<file path="config.mk">
export PLATFORM = sky130hd
export DESIGN_NAME = fpes_core
export DESIGN_NICKNAME = d
export VERILOG_FILES = /design/src/core/fpes_pkg.sv /design/src/core/fpes_core.sv /design/src/core/fpes_sync.sv /design/src/core/fpes_timer.sv
export SDC_FILE = /design/constraint.sdc
export NUM_CORES = 1
export LEC_CHECK = 0
export BUFFER_PORTS_ARGS = -buffer_cell sky130_fd_sc_hd__buf_4
export CORE_ASPECT_RATIO = 0.7
export CORE_MARGIN = 2
export CORE_UTILIZATION = 35
export CTS_CLUSTER_SIZE = 30
export DETAILED_ROUTE_END_ITERATION = 7
export PLACE_DENSITY = 0.55
export SETUP_SLACK_MARGIN = 0.1
export SYNTH_ARGS = -nofsm -noshare
export SYNTH_HDL_FRONTEND = slang
export SYNTH_SLANG_ARGS = --single-unit
</file>
<file path="constraint.sdc">
create_clock -name clk -period 5.5 [get_ports clk]
set_clock_uncertainty 0.15 [all_clocks]
set_input_delay 0.55 -clock clk [delete_from_list [all_inputs] [get_ports clk]]
set_output_delay 0.55 -clock clk [all_outputs]
set_load 0.02 [all_outputs]
</file>
<file path="src/core/fpes_pkg.sv">
package fpes_pkg;
    localparam logic [7:0] CMD_WRITE_ALLOW    = 8'h06;
    localparam logic [7:0] CMD_PAGE_WRITE     = 8'h02;
    localparam logic [7:0] CMD_PAGE_WRITE_4B  = 8'h12;
    localparam logic [7:0] CMD_QUAD_WRITE     = 8'h32;
    localparam logic [7:0] CMD_QUAD_WRITE_4B  = 8'h34;
    localparam logic [7:0] CMD_SECTOR_CLR     = 8'h20;
    localparam logic [7:0] CMD_SECTOR_CLR_4B  = 8'h21;
    localparam logic [7:0] CMD_SMALL_CLR      = 8'h52;
    localparam logic [7:0] CMD_SMALL_CLR_4B   = 8'h5C;
    localparam logic [7:0] CMD_LARGE_CLR      = 8'hD8;
    localparam logic [7:0] CMD_LARGE_CLR_4B   = 8'hDC;
    localparam int PAGE_BYTES   = 256;
    localparam int SECTOR_SHIFT = 12;
    localparam int SMALL_SHIFT  = 15;
    localparam int LARGE_SHIFT  = 16;
    localparam int CLK_MHZ      = 50;
    // cycle durations in microseconds, plain defaults
    localparam int PROG_TIME_US        = 200;
    localparam int SECTOR_CLEAR_TIME_US = 1000;
    localparam int SMALL_CLEAR_TIME_US  = 5000;
    localparam int LARGE_CLEAR_TIME_US  = 10000;
    localparam int PROG_CYCLES   = PROG_TIME_US * CLK_MHZ;
    localparam int SECTOR_CYCLES = SECTOR_CLEAR_TIME_US * CLK_MHZ;
    localparam int SMALL_CYCLES  = SMALL_CLEAR_TIME_US * CLK_MHZ;
    localparam int LARGE_CYCLES  = LARGE_CLEAR_TIME_US * CLK_MHZ;
    localparam int CNT_W = 32;
    typedef enum logic [2:0] {
        FPES_OP_NONE, FPES_OP_PROG, FPES_OP_SECTOR, FPES_OP_SMALL, FPES_OP_LARGE
    } fpes_op_t;
endpackage : fpes_pkg

</file>
<file path="src/core/fpes_core.sv">
`timescale 1ns/1ps
`default_nettype none
module fpes_core #(
    parameter int PROG_CYCLES   = fpes_pkg::PROG_CYCLES,
    parameter int SECTOR_CYCLES = fpes_pkg::SECTOR_CYCLES,
    parameter int SMALL_CYCLES  = fpes_pkg::SMALL_CYCLES,
    parameter int LARGE_CYCLES  = fpes_pkg::LARGE_CYCLES,
    parameter int ADDR_W        = 32
) (
    input  wire logic              clk,
    input  wire logic              rst_n,
    input  wire logic              sel_n,
    input  wire logic              sclk,
    input  wire logic              quad_line_0,
    input  wire logic              quad_line_1,
    input  wire logic              quad_line_2,
    input  wire logic              quad_line_3,
    input  wire logic              quad_io_enable_bit,
    input  wire logic              four_byte_mode,
    input  wire logic              protect_level_bit0,
    input  wire logic              protect_level_bit1,
    input  wire logic              protect_level_bit2,
    input  wire logic              protect_level_bit3,
    input  wire logic              protect_level_bit4,
    input  wire logic              page_protected,
    input  wire logic              write_allow_command,
    output logic                   write_latch_flag,
    output logic                   cycle_in_progress_flag,
    output logic [4:0]             protect_level,
    output logic [ADDR_W-1:0]      target_addr,
    output fpes_pkg::fpes_op_t     target_op,
    output logic                   array_start,
    output logic                   array_done,
    output logic [7:0]             buf_wdata,
    output logic [7:0]             buf_waddr,
    output logic                   buf_we,
    output logic [8:0]             data_count
);
    // =====================================================
    // pin synchronisers
    logic [5:0] pins_s;
    fpes_sync #(.W(6)) u_sync (
        .clk   (clk),
        .rst_n (rst_n),
        .d     ({sel_n, sclk, quad_line_3, quad_line_2, quad_line_1, quad_line_0}),
        .q     (pins_s)
    );
    logic sel_s, sclk_s, sclk_prev_q, sel_prev_q;
    logic [3:0] io_s;
    assign sel_s  = pins_s[5];
    assign sclk_s = pins_s[4];
    assign io_s   = pins_s[3:0];
    always_ff @(posedge clk) begin
        if (!rst_n) begin
            sclk_prev_q <= 1'b0;
            sel_prev_q  <= 1'b1;
        end else begin
            sclk_prev_q <= sclk_s;
            sel_prev_q  <= sel_s;
        end
    end
    logic rise, frame_end;
    assign rise      = sclk_s && !sclk_prev_q && !sel_s;
    assign frame_end = sel_s && !sel_prev_q;
    assign protect_level = {protect_level_bit4, protect_level_bit3, protect_level_bit2,
                            protect_level_bit1, protect_level_bit0};

    // =====================================================
    // frame phase tracking
    typedef enum logic [1:0] {FPES_PH_CMD, FPES_PH_ADDR, FPES_PH_DATA, FPES_PH_SKIP} fpes_ph_t;
    fpes_ph_t   ph_q;
    logic [7:0] cmd_q, sh_q;
    logic [3:0] bit_q;
    logic [5:0] abit_q;
    logic       quad_q, four_q;
    logic [ADDR_W-1:0] addr_q;
    logic [7:0] col_q;
    logic       byte_ok_q;
    fpes_pkg::fpes_op_t op_q;

    function automatic fpes_pkg::fpes_op_t decode_op(input logic [7:0] c);
        unique case (c)
            fpes_pkg::CMD_PAGE_WRITE, fpes_pkg::CMD_PAGE_WRITE_4B,
            fpes_pkg::CMD_QUAD_WRITE, fpes_pkg::CMD_QUAD_WRITE_4B: decode_op = fpes_pkg::FPES_OP_PROG;
            fpes_pkg::CMD_SECTOR_CLR, fpes_pkg::CMD_SECTOR_CLR_4B: decode_op = fpes_pkg::FPES_OP_SECTOR;
            fpes_pkg::CMD_SMALL_CLR, fpes_pkg::CMD_SMALL_CLR_4B:   decode_op = fpes_pkg::FPES_OP_SMALL;
            fpes_pkg::CMD_LARGE_CLR, fpes_pkg::CMD_LARGE_CLR_4B:   decode_op = fpes_pkg::FPES_OP_LARGE;
            default: decode_op = fpes_pkg::FPES_OP_NONE;
        endcase
    endfunction : decode_op

    function automatic logic is_4b(input logic [7:0] c);
        is_4b = (c == fpes_pkg::CMD_PAGE_WRITE_4B) || (c == fpes_pkg::CMD_QUAD_WRITE_4B) ||
                (c == fpes_pkg::CMD_SECTOR_CLR_4B) || (c == fpes_pkg::CMD_SMALL_CLR_4B) ||
                (c == fpes_pkg::CMD_LARGE_CLR_4B);
    endfunction : is_4b

    logic [7:0] cmd_next;
    assign cmd_next = {sh_q[6:0], io_s[0]};
    logic [7:0] qbyte_next;
    assign qbyte_next = quad_q ? {sh_q[3:0], io_s} : {sh_q[6:0], io_s[0]};
    logic [3:0] step;
    assign step = quad_q ? 4'd4 : 4'd1;
    logic [5:0] addr_bits;
    assign addr_bits = four_q ? 6'd32 : 6'd24;
    logic       busy;

    always_ff @(posedge clk) begin
        if (!rst_n) begin
            ph_q       <= FPES_PH_CMD;
            cmd_q      <= 8'h00;
            sh_q       <= 8'h00;
            bit_q      <= 4'h0;
            abit_q     <= 6'h00;
            quad_q     <= 1'b0;
            four_q     <= 1'b0;
            addr_q     <= '0;
            col_q      <= 8'h00;
            byte_ok_q  <= 1'b0;
            op_q       <= fpes_pkg::FPES_OP_NONE;
            data_count <= 9'h000;
            buf_we     <= 1'b0;
            buf_wdata  <= 8'h00;
            buf_waddr  <= 8'h00;
        end else begin
            buf_we <= 1'b0;
            if (sel_s) begin
                ph_q   <= FPES_PH_CMD;
                bit_q  <= 4'h0;
                sh_q   <= 8'h00;
            end else if (rise) begin
                unique case (ph_q)
                    FPES_PH_CMD: begin
                        sh_q  <= cmd_next;
                        bit_q <= bit_q + 4'h1;
                        if (bit_q == 4'd7) begin
                            cmd_q      <= cmd_next;
                            op_q       <= decode_op(cmd_next);
                            quad_q     <= (cmd_next == fpes_pkg::CMD_QUAD_WRITE) ||
                                          (cmd_next == fpes_pkg::CMD_QUAD_WRITE_4B);
                            four_q     <= four_byte_mode || is_4b(cmd_next);
                            abit_q     <= 6'h00;
                            bit_q      <= 4'h0;
                            byte_ok_q  <= 1'b0;
                            data_count <= 9'h000;
                            addr_q     <= '0;
                            ph_q <= (decode_op(cmd_next) == fpes_pkg::FPES_OP_NONE || busy)
                                    ? FPES_PH_SKIP : FPES_PH_ADDR;
                        end
                    end
                    FPES_PH_ADDR: begin
                        // address bits come on the single line; quad uses all four
                        if (quad_q) begin
                            addr_q <= {addr_q[ADDR_W-5:0], io_s};
                            abit_q <= abit_q + 6'd4;
                        end else begin
                            addr_q <= {addr_q[ADDR_W-2:0], io_s[0]};
                            abit_q <= abit_q + 6'd1;
                        end
                        if (abit_q + 6'(step) == addr_bits) begin
                            ph_q      <= FPES_PH_DATA;
                            byte_ok_q <= 1'b1;
                            bit_q     <= 4'h0;
                            col_q     <= quad_q ? {addr_q[3:0], io_s} : {addr_q[6:0], io_s[0]};
                        end
                    end
                    FPES_PH_DATA: begin
                        // an erase frame takes no bits past its address
                        if (op_q != fpes_pkg::FPES_OP_PROG)
                            ph_q <= FPES_PH_SKIP;
                        sh_q      <= qbyte_next;
                        bit_q     <= bit_q + step;
                        byte_ok_q <= 1'b0;
                        if (bit_q + step == 4'd8) begin
                            bit_q     <= 4'h0;
                            byte_ok_q <= 1'b1;
                            if (op_q == fpes_pkg::FPES_OP_PROG) begin
                                buf_we    <= 1'b1;
                                buf_wdata <= qbyte_next;
                                buf_waddr <= col_q;
                                col_q     <= col_q + 8'h01;
                                if (data_count != 9'(fpes_pkg::PAGE_BYTES))
                                    data_count <= data_count + 9'h001;
                            end
                        end
                    end
                    default: ;
                endcase
            end
        end
    end

    // =====================================================
    // frame termination and cycle start
    logic valid_end, prot_hit, go;
    always_comb begin
        valid_end = 1'b0;
        if (frame_end && ph_q == FPES_PH_DATA && byte_ok_q && bit_q == 4'h0) begin
            if (op_q == fpes_pkg::FPES_OP_PROG)
                valid_end = data_count != 9'h000 && (!quad_q || quad_io_enable_bit);
            else
                valid_end = data_count == 9'h000 && bit_q == 4'h0 &&
                            !(rise);
        end
    end
    assign prot_hit = page_protected;
    assign go = valid_end && write_latch_flag && !prot_hit && !busy;

    logic [fpes_pkg::CNT_W-1:0] cycles_sel;
    always_comb begin
        unique case (op_q)
            fpes_pkg::FPES_OP_PROG:   cycles_sel = fpes_pkg::CNT_W'(PROG_CYCLES);
            fpes_pkg::FPES_OP_SECTOR: cycles_sel = fpes_pkg::CNT_W'(SECTOR_CYCLES);
            fpes_pkg::FPES_OP_SMALL:  cycles_sel = fpes_pkg::CNT_W'(SMALL_CYCLES);
            fpes_pkg::FPES_OP_LARGE:  cycles_sel = fpes_pkg::CNT_W'(LARGE_CYCLES);
            default:                  cycles_sel = fpes_pkg::CNT_W'(1);
        endcase
    end

    fpes_timer #(.W(fpes_pkg::CNT_W)) u_timer (
        .clk    (clk),
        .rst_n  (rst_n),
        .start  (go),
        .cycles (cycles_sel),
        .busy   (busy),
        .done   (array_done)
    );
    assign cycle_in_progress_flag = busy;

    // =====================================================
    // target address, aligned to the erased unit, or to the 256-byte page for a program
    always_ff @(posedge clk) begin
        if (!rst_n) begin
            target_addr <= '0;
            target_op   <= fpes_pkg::FPES_OP_NONE;
            array_start <= 1'b0;
        end else begin
            array_start <= go;
            if (go) begin
                target_op <= op_q;
                unique case (op_q)
                    fpes_pkg::FPES_OP_SECTOR:
                        target_addr <= addr_q & ~ADDR_W'((1 << fpes_pkg::SECTOR_SHIFT) - 1);
                    fpes_pkg::FPES_OP_SMALL:
                        target_addr <= addr_q & ~ADDR_W'((1 << fpes_pkg::SMALL_SHIFT) - 1);
                    fpes_pkg::FPES_OP_LARGE:
                        target_addr <= addr_q & ~ADDR_W'((1 << fpes_pkg::LARGE_SHIFT) - 1);
                    default:
                        target_addr <= {addr_q[ADDR_W-1:8], 8'h00};
                endcase
            end
        end
    end

    // =====================================================
    // write latch flag
    always_ff @(posedge clk) begin
        if (!rst_n)
            write_latch_flag <= 1'b0;
        else if (go)
            write_latch_flag <= 1'b0;
        else if (write_allow_command && !busy)
            write_latch_flag <= 1'b1;
    end
endmodule : fpes_core
`default_nettype wire

</file>
<file path="src/core/fpes_sync.sv">
`timescale 1ns/1ps
`default_nettype none
module fpes_sync #(
    parameter int W = 1
) (
    input  wire logic         clk,
    input  wire logic         rst_n,
    input  wire logic [W-1:0] d,
    output logic      [W-1:0] q
);
    logic [W-1:0] meta_q;
    always_ff @(posedge clk) begin
        if (!rst_n) begin
            meta_q <= '0;
            q      <= '0;
        end else begin
            meta_q <= d;
            q      <= meta_q;
        end
    end
endmodule : fpes_sync
`default_nettype wire

</file>
<file path="src/core/fpes_timer.sv">
`timescale 1ns/1ps
`default_nettype none
// =====================================================
// self-timed cycle counter
module fpes_timer #(
    parameter int W = 32
) (
    input  wire logic         clk,
    input  wire logic         rst_n,
    input  wire logic         start,
    input  wire logic [W-1:0] cycles,
    output logic              busy,
    output logic              done
);
    logic [W-1:0] cnt_q;
    always_ff @(posedge clk) begin
        if (!rst_n) begin
            cnt_q <= '0;
            busy  <= 1'b0;
            done  <= 1'b0;
        end else begin
            done <= 1'b0;
            if (start && !busy) begin
                cnt_q <= cycles;
                busy  <= 1'b1;
            end else if (busy) begin
                if (cnt_q <= W'(1)) begin
                    busy <= 1'b0;
                    done <= 1'b1;
                end
                cnt_q <= cnt_q - W'(1);
            end
        end
    end
endmodule : fpes_timer
`default_nettype wire
</file>
==> results of run 1 <==
-- critical path: stages, from the launching register on --
cell and delay, ns:
dfxtp_1 0.37, inv_1 0.08, ha_1 0.13, or4b_2 0.61, nor3_1 0.40, mux2_2 0.45
or3_1 0.69, buf_4 0.40, and3_2 0.23, o31a_1 0.23
-- sequential cells by signal, indices dropped and copies added, names as in the netlist, 2 cells and up --
name / count
addr_q: 32
buf_waddr: 8
u_sync.meta_q: 6
bit_q: 4
sh_q: 7
op_q: 3
buf_wdata: 8
u_timer.cnt_q: 32
target_addr: 24
col_q: 8
ph_q: 2
u_sync.q: 6
target_op: 3
abit_q: 6
data_count: 9
-- synthesized netlist by cell type, drive strengths merged, types with 4 or more instances --
library cell | count | area share [%]
dfxtp | 168 | 41
nand2 | 122 | 5.6
nor2 | 105 | 4.8
a21oi | 67 | 4.1
nand3 | 62 | 3.8
clkbuf | 52 | 2.5
a31oi | 30 | 2.3
nor3 | 29 | 2.0
o21ai | 27 | 1.7
buf | 25 | 2.0
inv | 24 | 1.1
ha | 21 | 3.2
mux2i | 19 | 2.3
and2 | 17 | 1.3
and3 | 15 | 1.2
xnor2 | 15 | 1.6
o211ai | 13 | 1.2
nand2b | 12 | 0.92
nor4 | 11 | 1.1
a211oi | 10 | 0.92
a311oi | 10 | 1.1
nand4 | 10 | 0.77
o21a | 10 | 0.92
or3 | 10 | 0.78
a22oi | 8 | 0.74
o31a | 8 | 0.86
or4 | 8 | 0.78
mux2 | 7 | 0.97
nor3b | 7 | 0.65
or2 | 7 | 0.54
o31ai | 6 | 0.55
xor2 | 5 | 0.54
a221oi | 4 | 0.43
a31o | 4 | 0.43
nand3b | 4 | 0.37
nor2b | 4 | 0.31
-- cell type report --
type,count,area share [%]
clock buffer,17,4.53
clock inverter,15,1.63
multi-input combinational,731,46.5
inverter,24,0.973
tap,312,4.16
timing repair buffer,80,6.40
sequential,168,35.8
-- cell usage in the layout (no fill, tap or decap), drive strengths merged, types with 13 or more instances in the layout --
cell,n
xnor2,15
nor2,105
nand3,62
clkbuf,17
nand2,122
and2,17
nor3,29
a21oi,67
inv,32
dfxtp,168
mux2i,19
o21ai,27
o211ai,13
ha,21
a31oi,30
and3,15
buf,80
-- worst max-delay path by stage --
stage	startpoint	to	slack, ns
2_1_floorplan	quad_q	data_count[8]	2.23
3_3_place_gp	data_count[0]	u_timer.cnt_q[5]	1.70
3_5_place_dp	data_count[0]	u_timer.cnt_q[5]	1.64
4_1_cts	data_count[0]	u_timer.cnt_q[5]	1.62
5_1_grt	data_count[0]	u_timer.cnt_q[5]	1.44
6_report	data_count[0]	u_timer.cnt_q[5]	1.64
-- metal layers --
metal	vias to the layer above	GRT usage [%]
met2	186	21.9
met3	13	4.99
li1	3587	-
met4	0	4.16
met1	3278	28.0
met5	-	0
-- logic make-up (layout without fill, tap and decap cells) --
| logic type | Yosys count | count (layout) | share of synthesized area, % |
|---|---|---|---|
| other | 1 | 8 | 0.0461 |
| muxes | 26 | 26 | 3.31 |
| AOI/OAI and AO/OA | 219 | 219 | 17.7 |
| adders and majority gates | 21 | 21 | 3.23 |
| buffers and inverters | 101 | 136 | 5.62 |
| DFF | 168 | 168 | 41.4 |
| and+or+nand+nor | 437 | 437 | 26.6 |
| xor gates and xnor gates | 20 | 20 | 2.15 |
-- power by group --
| group | switching [W] | total, W | internal (W) |
|---|---|---|---|
| Combinational | 0.0000440 | 0.0000652 | 0.0000212 |
| Sequential | 0.0000116 | 0.00124 | 0.00122 |
| Clock | 0.000573 | 0.00118 | 0.000605 |
-- metrics by stage --
step	power (W)	area [µm²]
2_1_floorplan	0.00131	8160
3_3_place_gp	0.00133	8810
3_5_place_dp	0.00133	8810
4_1_cts	0.00251	9380
5_1_grt	0.00257	9380
6_report	0.00248	9380
==> key figures, run 1 <==
Timing
  – Worst hold margin: 0.168 ns
  – Fin. Hold Viols: 0
  – Final setup violation count: 0
  – Post-route minimum period: 3.86 ns
  – Setup Total Neg Slack: 0 ns
  – Max-slew violations: 0
  – Fmax: 259 MHz
  – RSZ-0062 raised after global routing: false
  – Relative slew slack: 23.6%
  – Tightest Pin Transition: 1.15 ns
  – Final Cycle Share: 70.3%
  – Post-route setup slack: 1.64 ns

Synth
  – Number of enable flip-flop cells after synthesis: 0
  – Post-Syn Instances: 993
  – Seq/Total Area, Yosys: 41.4%
  – Main synth FF type: dfxtp_1
  – Synth unique cells: 78
  – Avg Cell Area, Syn: 8.19 µm²
  – Synth warn: 0
  – Register bit total from synthesis: 168
  – Netlist Area Pre-Place: 0.00813 mm²
  – Ys async rst share: 0%

Detailed routing
  – Vias: 7064
  – Met3 Wirelength: 1.42 mm
  – WL/cell: 15.4 µm
  – Met2 wire len: 7.72 mm
  – DRT antenna net count: 0
  – Vias per inst: 5.24
  – TritonRoute pass-1 iters: 7
  – Top Layer Used: met4
  – Metal-1 WL: 11.5 mm
  – Remaining DRCs: 0
  – WL final: 20.8 mm
  – DRT iter0 DRCs: 643

Clock tree
  – H-Tree Level Count: 4
  – Post-CTS Hold Buffers: 0
  – Clock Path Buffers: 2
  – CTS tree: done
  – Clock root buffer: clkbuf_16
  – CTS Buf Count: 17
  – CTS sink count: 168
  – Worst-Skew Late Latency: 0.44 ns
  – Clock slew at reported path FFs: 0.08 ns
  – Setup bufs post-CTS: 0
  – CTS resizes: 0

Power and ir drop
  – VDD IR max: 0.000224 V
  – Leakage: 3.36 nW
  – Pwr Density: 264 mW/mm²

Global routing
  – Vias in the first global route: 6357
  – Total GRT Usage: 17.4%
  – Initial antenna violation count: 0
  – Largest net degree at the start of global routing: 57
  – Grt total ovfl: 0
  – First-pass GRT wire length: 34.1 mm

Place
  – # port buffers: 68
  – RePlAce Congestion: 0.796
  – Worst Setup Slack post-DPL: 1.64 ns
  – DP HPWL: 14.2 mm
  – Cell count after placement: 1315

Finish
  – Antenna fix cells: 0
  – # fillers: 2266
  – Final nets: 1060
  – Final design utilization: 41.3%
  – Layout Cells excl Fill: 1347
  – FF/Latch Area: 0.00336 mm²
  – Area delta synth->final: 15.4%
  – Layout cells sized above 1: 14.3%
  – Multi-input logic area: 0.00436 mm²

Worst hold path
  – Hold endpoint: u_sync.meta_q[5]
  – Hold Startpoint: sel_n
  – Hold path cells: 2
  – Type of the worst min-delay path: input port to flip-flop

Worst setup path
  – RR Startpoint: data_count[0]
  – R2R Setup Slk: 1.64 ns
  – Worst path arrival time: 4.05 ns
  – Worst Path Required: 5.68 ns
  – Crit path capture type: flip-flop
  – Worst reg2reg path endpoint: u_timer.cnt_q[5]
  – Cells on worst reg2reg path: 9
  – Crit Path Max Fanout: 32
  – Worst setup path class: flip-flop to flip-flop
  – Startpoint Class: flip-flop

Job
  – Max-Cap Viols: 0

Die
  – Die Area: 0.0245 mm²
  – # rows: 46
  – # IOs: 87
  – Die Ht: 132 µm
  – Core Area: 0.0227 mm²
  – Starting Density: 35.8%
  – Die Span X: 186 µm

Outcome
  – Status: complete, no violations
No activity file was read; power rests on OpenSTA's default activity.
==> run 2, diff against run 1 <==
==> constraint.sdc (replaced) <==
create_clock -name clk -period 3.8 [get_ports clk]
set_clock_uncertainty 0.15 [all_clocks]
set_input_delay 0.38 -clock clk [delete_from_list [all_inputs] [get_ports clk]]
set_output_delay 0.38 -clock clk [all_outputs]
set_load 0.02 [all_outputs]
==> run 2 against run 1 <==
Cell count rose by 1.1%. Clock-buffer cell count did not move. Global-route usage rose by 0.70 points. Critical endpoint is now u_timer.cnt_q[17].
==> key figures, run 2 (synthesized netlist as in run 1, its figures left out) <==
Timing
  – Tightest Pin Transition: 1.01 ns
  – Final setup violation count: 0
  – Relative slew slack: 32.6%
  – Post-route minimum period: 3.33 ns
  – Fmax: 300 MHz
  – Setup Total Neg Slack: 0 ns
  – Max-slew violations: 0
  – RSZ-0062 raised after global routing: false
  – Fin. Hold Viols: 0
  – Final Cycle Share: 87.6%

Worst setup path
  – Startpoint Class: flip-flop
  – Worst path arrival time: 3.51 ns
  – Crit. Startpoint: data_count[0]
  – CP peak stage delay: 0.60 ns
  – Worst-path cell chain: inv_1 > ha_1 > or4b_2 > nor3_1 > mux2_2 > or3_1 > buf_12 > and3_1 > o31a_1
  – Slowest-stage cell, CP: or4b_2
  – Crit Path Max Fanout: 56
  – RR Startpoint: data_count[0]
  – Worst setup path class: flip-flop to flip-flop
  – Cells on worst reg2reg path: 9
  – Crit path capture type: flip-flop
  – Worst reg2reg path endpoint: u_timer.cnt_q[17]
  – R2R Setup Slk: 0.47 ns
  – Worst Path Required: 3.98 ns

Detailed routing
  – Vias per inst: 5.30
  – WL/cell: 15.6 µm
  – DRT iter0 DRCs: 564
  – WL final: 21.3 mm
  – Vias: 7212
  – Remaining DRCs: 0
  – DRT antenna net count: 0
  – TritonRoute pass-1 iters: 5

Finish
  – Area delta synth->final: 17.4%
  – Multi-input logic area: 0.00436 mm²
  – Commonest cells after routing, fill and taps aside: dfxtp_1 (168), nand2_1 (122), nor2_1 (105)
  – FF/Latch Area: 0.00336 mm²
  – Layout cells sized above 1: 15.0%
  – Biggest regs: addr_q (32), u_timer.cnt_q (32), target_addr (24)
  – Finished Cell Area: 0.00954 mm²
  – # fillers: 2329
  – Final nets: 1075
  – Antenna fix cells: 0
  – Layout Cells excl Fill: 1362
  – Most common cell after layout, fill and taps aside: dfxtp_1

Place
  – RePlAce Congestion: 0.833
  – Cell count after placement: 1324
  – # port buffers: 68
  – Dpl cell area: 0.00890 mm²
  – DP HPWL: 14.2 mm

Power and ir drop
  – Leakage: 3.43 nW
  – P_sw: 0.000907 W
  – VDD IR max: 0.000306 V
  – Clock share of power: 48.1%
  – Internal: 0.00274 W
  – Reg power frac: 49.1%
  – Pwr Density: 382 mW/mm²
  – Comb pwr share: 2.8%
  – Switch share: 24.9%

Global routing
  – Largest net degree at the start of global routing: 71
  – Total GRT Usage: 18.1%
  – Grt total ovfl: 0
  – First-pass GRT wire length: 35.6 mm
  – Vias in the first global route: 6767
  – Initial antenna violation count: 1

Worst hold path
  – Hold endpoint: write_latch_flag
  – Hold path cells: 3
  – Type of the worst min-delay path: input port to flip-flop
  – Hold Startpoint: write_allow_command

Die
  – Die Span X: 186 µm
  – Starting Density: 35.8%
  – # rows: 46
  – # IOs: 87
  – Die Ht: 132 µm
  – Core Area: 0.0227 mm²
  – Die Area: 0.0245 mm²

Clock tree
  – Clock slew at reported path FFs: 0.07 ns
  – Clock Path Buffers: 2
  – Clock root buffer: clkbuf_16
  – H-Tree Level Count: 4
  – CTS sink count: 168
  – CTS tree: done
  – Setup bufs post-CTS: 0
  – CTS Buf Count: 17
  – Worst-Skew Late Latency: 0.44 ns

Job
  – Max-Cap Viols: 0

Outcome
  – Status: complete, no violations
==> run 2: area by class of cell <==
class | instances | share of cell area, %
clock inverters | 15 | 1.67
inverters | 24 | 0.957
clock buffers | 17 | 4.46
well taps | 312 | 4.09
multi-input cells | 731 | 45.7
flip-flops and latches | 168 | 35.2
repair buffers | 95 | 7.89
==> run 2: worst max-delay path by stage <==
| stage | end | slack [ns] | depth (start not counted) |
|---|---|---|---|
| after floorplan | data_count[8] | 0.53 | 10 |
| after global routing | u_timer.cnt_q[17] | 0.32 | 9 |
| final | u_timer.cnt_q[17] | 0.47 | 9 |
| after detailed placement | u_timer.cnt_q[17] | 0.49 | 9 |
| after global placement | u_timer.cnt_q[17] | 0.51 | 9 |
| after CTS | u_timer.cnt_q[17] | 0.46 | 9 |
==> run 2: critical path, delay by kind of cell (launching register included) <==
kind,cells,cell delay [ns]
compound gates,1,0.27
fa+ha+maj,1,0.12
buf+inv,2,0.30
flops,1,0.37
mux,1,0.45
simple gates,4,1.54
==> run 2: power groups by stage <==
| stage | combinational, W | clock (W) | sequential, W |
|---|---|---|---|
| floorplan | 0.0000826 | 0 | 0.00182 |
| global placement | 0.0000971 | 0 | 0.00183 |
| detailed placement | 0.0000965 | 0 | 0.00183 |
| CTS | 0.000102 | 0.00178 | 0.00179 |
| global route | 0.000112 | 0.00186 | 0.00179 |
| finish | 0.000101 | 0.00175 | 0.00179 |
==> run 2: timing repair <==
action / CTS / global route
hold endpoints to repair: 6 / 0
setup endpoints to repair: 0 / 0
resized for setup: 0 / 0
hold buffers: 6 / 0
==> run 2: per-stage QoR <==
| step | utilization [%] | setup WS, ns | hold slack (ns) | total power (W) |
|---|---|---|---|---|
| after floorplan | - | 0.535 | 0.262 | 0.00190 |
| after global placement | 39.1 | 0.514 | 0.265 | 0.00193 |
| after detailed placement | 39.1 | 0.491 | 0.273 | 0.00192 |
| after CTS | 42.0 | 0.459 | 0.0182 | 0.00367 |
| after global routing | 42.0 | 0.324 | 0.0402 | 0.00376 |
| final | 42.0 | 0.471 | 0.0330 | 0.00364 |
==> run 2: layer usage <==
layer  vias to the layer above  GRT usage [%]  part of all wire, %
li1                       3623              -                    -
met1                      3413           28.2                   54
met2                       162           24.3                   39
met3                        14           4.38                  5.5
met4                         0           4.72                 0.82
met5                         -              0                    0
==> run 3, diff against run 2 <==
--- a/config.mk
+++ b/config.mk
@@ -13,6 +13,8 @@
 export DETAILED_ROUTE_END_ITERATION = 7
 export PLACE_DENSITY = 0.55
 export SETUP_SLACK_MARGIN = 0.1
+export SKIP_CTS_REPAIR_TIMING = 1
 export SYNTH_ARGS = -nofsm -noshare
 export SYNTH_HDL_FRONTEND = slang
+export SYNTH_HIERARCHICAL = 1
 export SYNTH_SLANG_ARGS = --single-unit
==> run 3 against run 2 <==
Clock-buffer cell count up 4. Design area up 4.0%. Combinational power decreased by 6%. Largest power group unchanged. Highest routed layer unchanged.
==> key figures, run 3 <==
Finish
  – Layout Cells excl Fill: 1402
  – Biggest regs: addr_q (32), u_timer/cnt_q (32), target_addr (24)
  – Final design utilization: 41.7%
  – Antenna fix cells: 0
  – Layout cells sized above 1: 17.0%
  – Most common cell after layout, fill and taps aside: dfxtp_1
  – Final nets: 1109
  – Finished Cell Area: 0.00992 mm²
  – Commonest cells after routing, fill and taps aside: dfxtp_1 (167), nor2_1 (106), a21oi_1 (95)
  – Area delta synth->final: 15.8%

Clock tree
  – H-Tree Level Count: 4
  – CTS sink count: 168
  – Worst-Skew Late Latency: 0.44 ns
  – Clock slew at reported path FFs: 0.07 ns
  – CTS tree: done
  – Clock root buffer: clkbuf_16
  – Clock Path Buffers: 2
  – CTS Buf Count: 17

Synth
  – Ranking of synthesized cells by area: dfxtp_1 (39%), a21oi_1 (5.5%), mux2i_1 (4.9%)
  – Count leader, synth: dfxtp_1
  – Synth warn: 6
  – Seq/Total Area, Yosys: 39.2%
  – Ys async rst share: 0%
  – Main synth FF type: dfxtp_1
  – Area leader, netlist: dfxtp_1
  – Register bit total from synthesis: 168
  – Area fraction of the dominant cell type after synthesis: 39.2%
  – Number of enable flip-flop cells after synthesis: 0
  – Post-synth top cells: dfxtp_1 (168), nor2_1 (106), a21oi_1 (95)
  – Avg Cell Area, Syn: 8.39 µm²
  – Netlist Area Pre-Place: 0.00857 mm²
  – Synth unique cells: 69
  – Post-Syn Instances: 1021

Job
  – Max-Cap Viols: 0

Timing
  – Final setup violation count: 0
  – Fmax: 310 MHz
  – Max-slew violations: 0
  – Fin. Hold Viols: 0
  – RSZ-0062 raised after global routing: false
  – Post-route minimum period: 3.22 ns
  – Final Cycle Share: 84.8%
  – Tightest Pin Transition: 1.07 ns
  – Relative slew slack: 28.9%
  – Setup Total Neg Slack: 0 ns

Global routing
  – Largest net degree at the start of global routing: 95
  – Vias in the first global route: 6736
  – Initial antenna violation count: 0
  – Total GRT Usage: 17.7%
  – Grt total ovfl: 0
  – First-pass GRT wire length: 36.5 mm

Die
  – Die Area: 0.0258 mm²
  – Core Area: 0.0238 mm²
  – Die Ht: 135 µm
  – Starting Density: 36.0%
  – Die Span X: 191 µm
  – # IOs: 87
  – # rows: 47

Worst setup path
  – Worst setup path class: flip-flop to flip-flop
  – Crit. Startpoint: data_count[0]
  – RR Startpoint: data_count[0]
  – Cells on worst reg2reg path: 10
  – Startpoint Class: flip-flop
  – Worst reg2reg path endpoint: u_timer/cnt_q[8]
  – Worst path arrival time: 3.36 ns
  – Crit path capture type: flip-flop
  – R2R Setup Slk: 0.58 ns
  – Crit Path Max Fanout: 42
  – Worst Path Required: 3.94 ns

Power and ir drop
  – VDD IR max: 0.000321 V
  – Internal: 0.00277 W
  – P_sw: 0.000856 W
  – Final Power: 0.00362 W
  – Comb pwr share: 2.6%
  – Reg power frac: 49.3%
  – Leakage: 3.79 nW
  – Switch share: 23.6%
  – Pwr Density: 365 mW/mm²
  – Clock share of power: 48.0%

Place
  – DP HPWL: 15.0 mm
  – Dpl cell area: 0.00934 mm²
  – # port buffers: 68
  – RePlAce Congestion: 0.820
  – Cell count after placement: 1370

Worst hold path
  – Hold path cells: 2
  – Type of the worst min-delay path: input port to flip-flop
  – Hold endpoint: u_sync/meta_q[4]
  – Hold Startpoint: sclk

Detailed routing
  – Remaining DRCs: 0
  – Vias: 7393
  – DRT antenna net count: 0
  – WL/cell: 15.9 µm
  – DRT iter0 DRCs: 581
  – Vias per inst: 5.27
  – TritonRoute pass-1 iters: 5
  – WL final: 22.3 mm

Outcome
  – Status: complete, no violations
run 3: stage by stage:
step | hold slack [ns] | setup slack (ns)
final | 0.00748 | 0.577
after global routing | 0.00268 | 0.305
after CTS | -0.0145 | 0.571
after detailed placement | 0.271 | 0.561
after global placement | 0.271 | 0.580
after floorplan | 0.262 | 0.241
run 3: cell type report:
class	instances	area, µm²
Tap cell	318	398
Clock inverter	11	111
Timing Repair Buffer	89	681
Inverter	28	110
Fill cell	2451	13900
Clock buffer	21	470
Multi-Input combinational cell	767	4790
Sequential cell	168	3360
run 3: power groups by stage:
| stage | sequential [W] | combinational (W) | clock [W] |
|---|---|---|---|
| after floorplan | 0.00182 | 0.0000840 | 0 |
| after global placement | 0.00183 | 0.0000955 | 0 |
| after detailed placement | 0.00183 | 0.0000948 | 0 |
| after CTS | 0.00179 | 0.0000952 | 0.00179 |
| after global routing | 0.00179 | 0.000106 | 0.00185 |
| final | 0.00179 | 0.0000954 | 0.00174 |
run 3: per-layer routing:
metal | global-route usage, % | wire (µm) | vias to the layer above
li1 | - | - | 3714
met1 | 27.2 | 11800 | 3473
met2 | 24.9 | 8990 | 192
met3 | 3.27 | 1260 | 14
met4 | 4.78 | 201 | 0
met5 | 0 | 0 | -
run 3: how the worst max path moves through the flow:
| stage | to | slack, ns |
|---|---|---|
| finish | u_timer/cnt_q[8] | 0.58 |
| global route | u_timer/cnt_q[8] | 0.31 |
| CTS | u_timer/cnt_q[8] | 0.57 |
| detailed placement | u_timer/cnt_q[8] | 0.56 |
| global placement | u_timer/cnt_q[20] | 0.58 |
| floorplan | u_timer/cnt_q[10] | 0.24 |
run 3: cell families (layout without fill, tap and decap cells):
group / count (synthesis) / in the layout / share of synthesized area (%)
adder cells (fa/ha/maj): 21 / 21 / 3.07
buffers and inverters: 110 / 149 / 5.94
AND/OR/NAND/NOR: 404 / 404 / 23.9
multiplexers: 77 / 77 / 9.51
other: 1 / 25 / 0.0438
XOR/XNOR: 26 / 26 / 2.66
AO/OA/AOI/OAI: 214 / 214 / 15.7
flip-flops: 168 / 168 / 39.2
run 3: critical path, stage by stage, from the launching register on:
cell      delay (ns)
dfxtp_1         0.34
inv_1           0.09
ha_1            0.13
or4b_1          0.47
nor3_1          0.22
mux2_2          0.39
nor3_4          0.34
buf_12          0.28
nand2_1         0.33
o311ai_0        0.22
a21oi_1         0.10
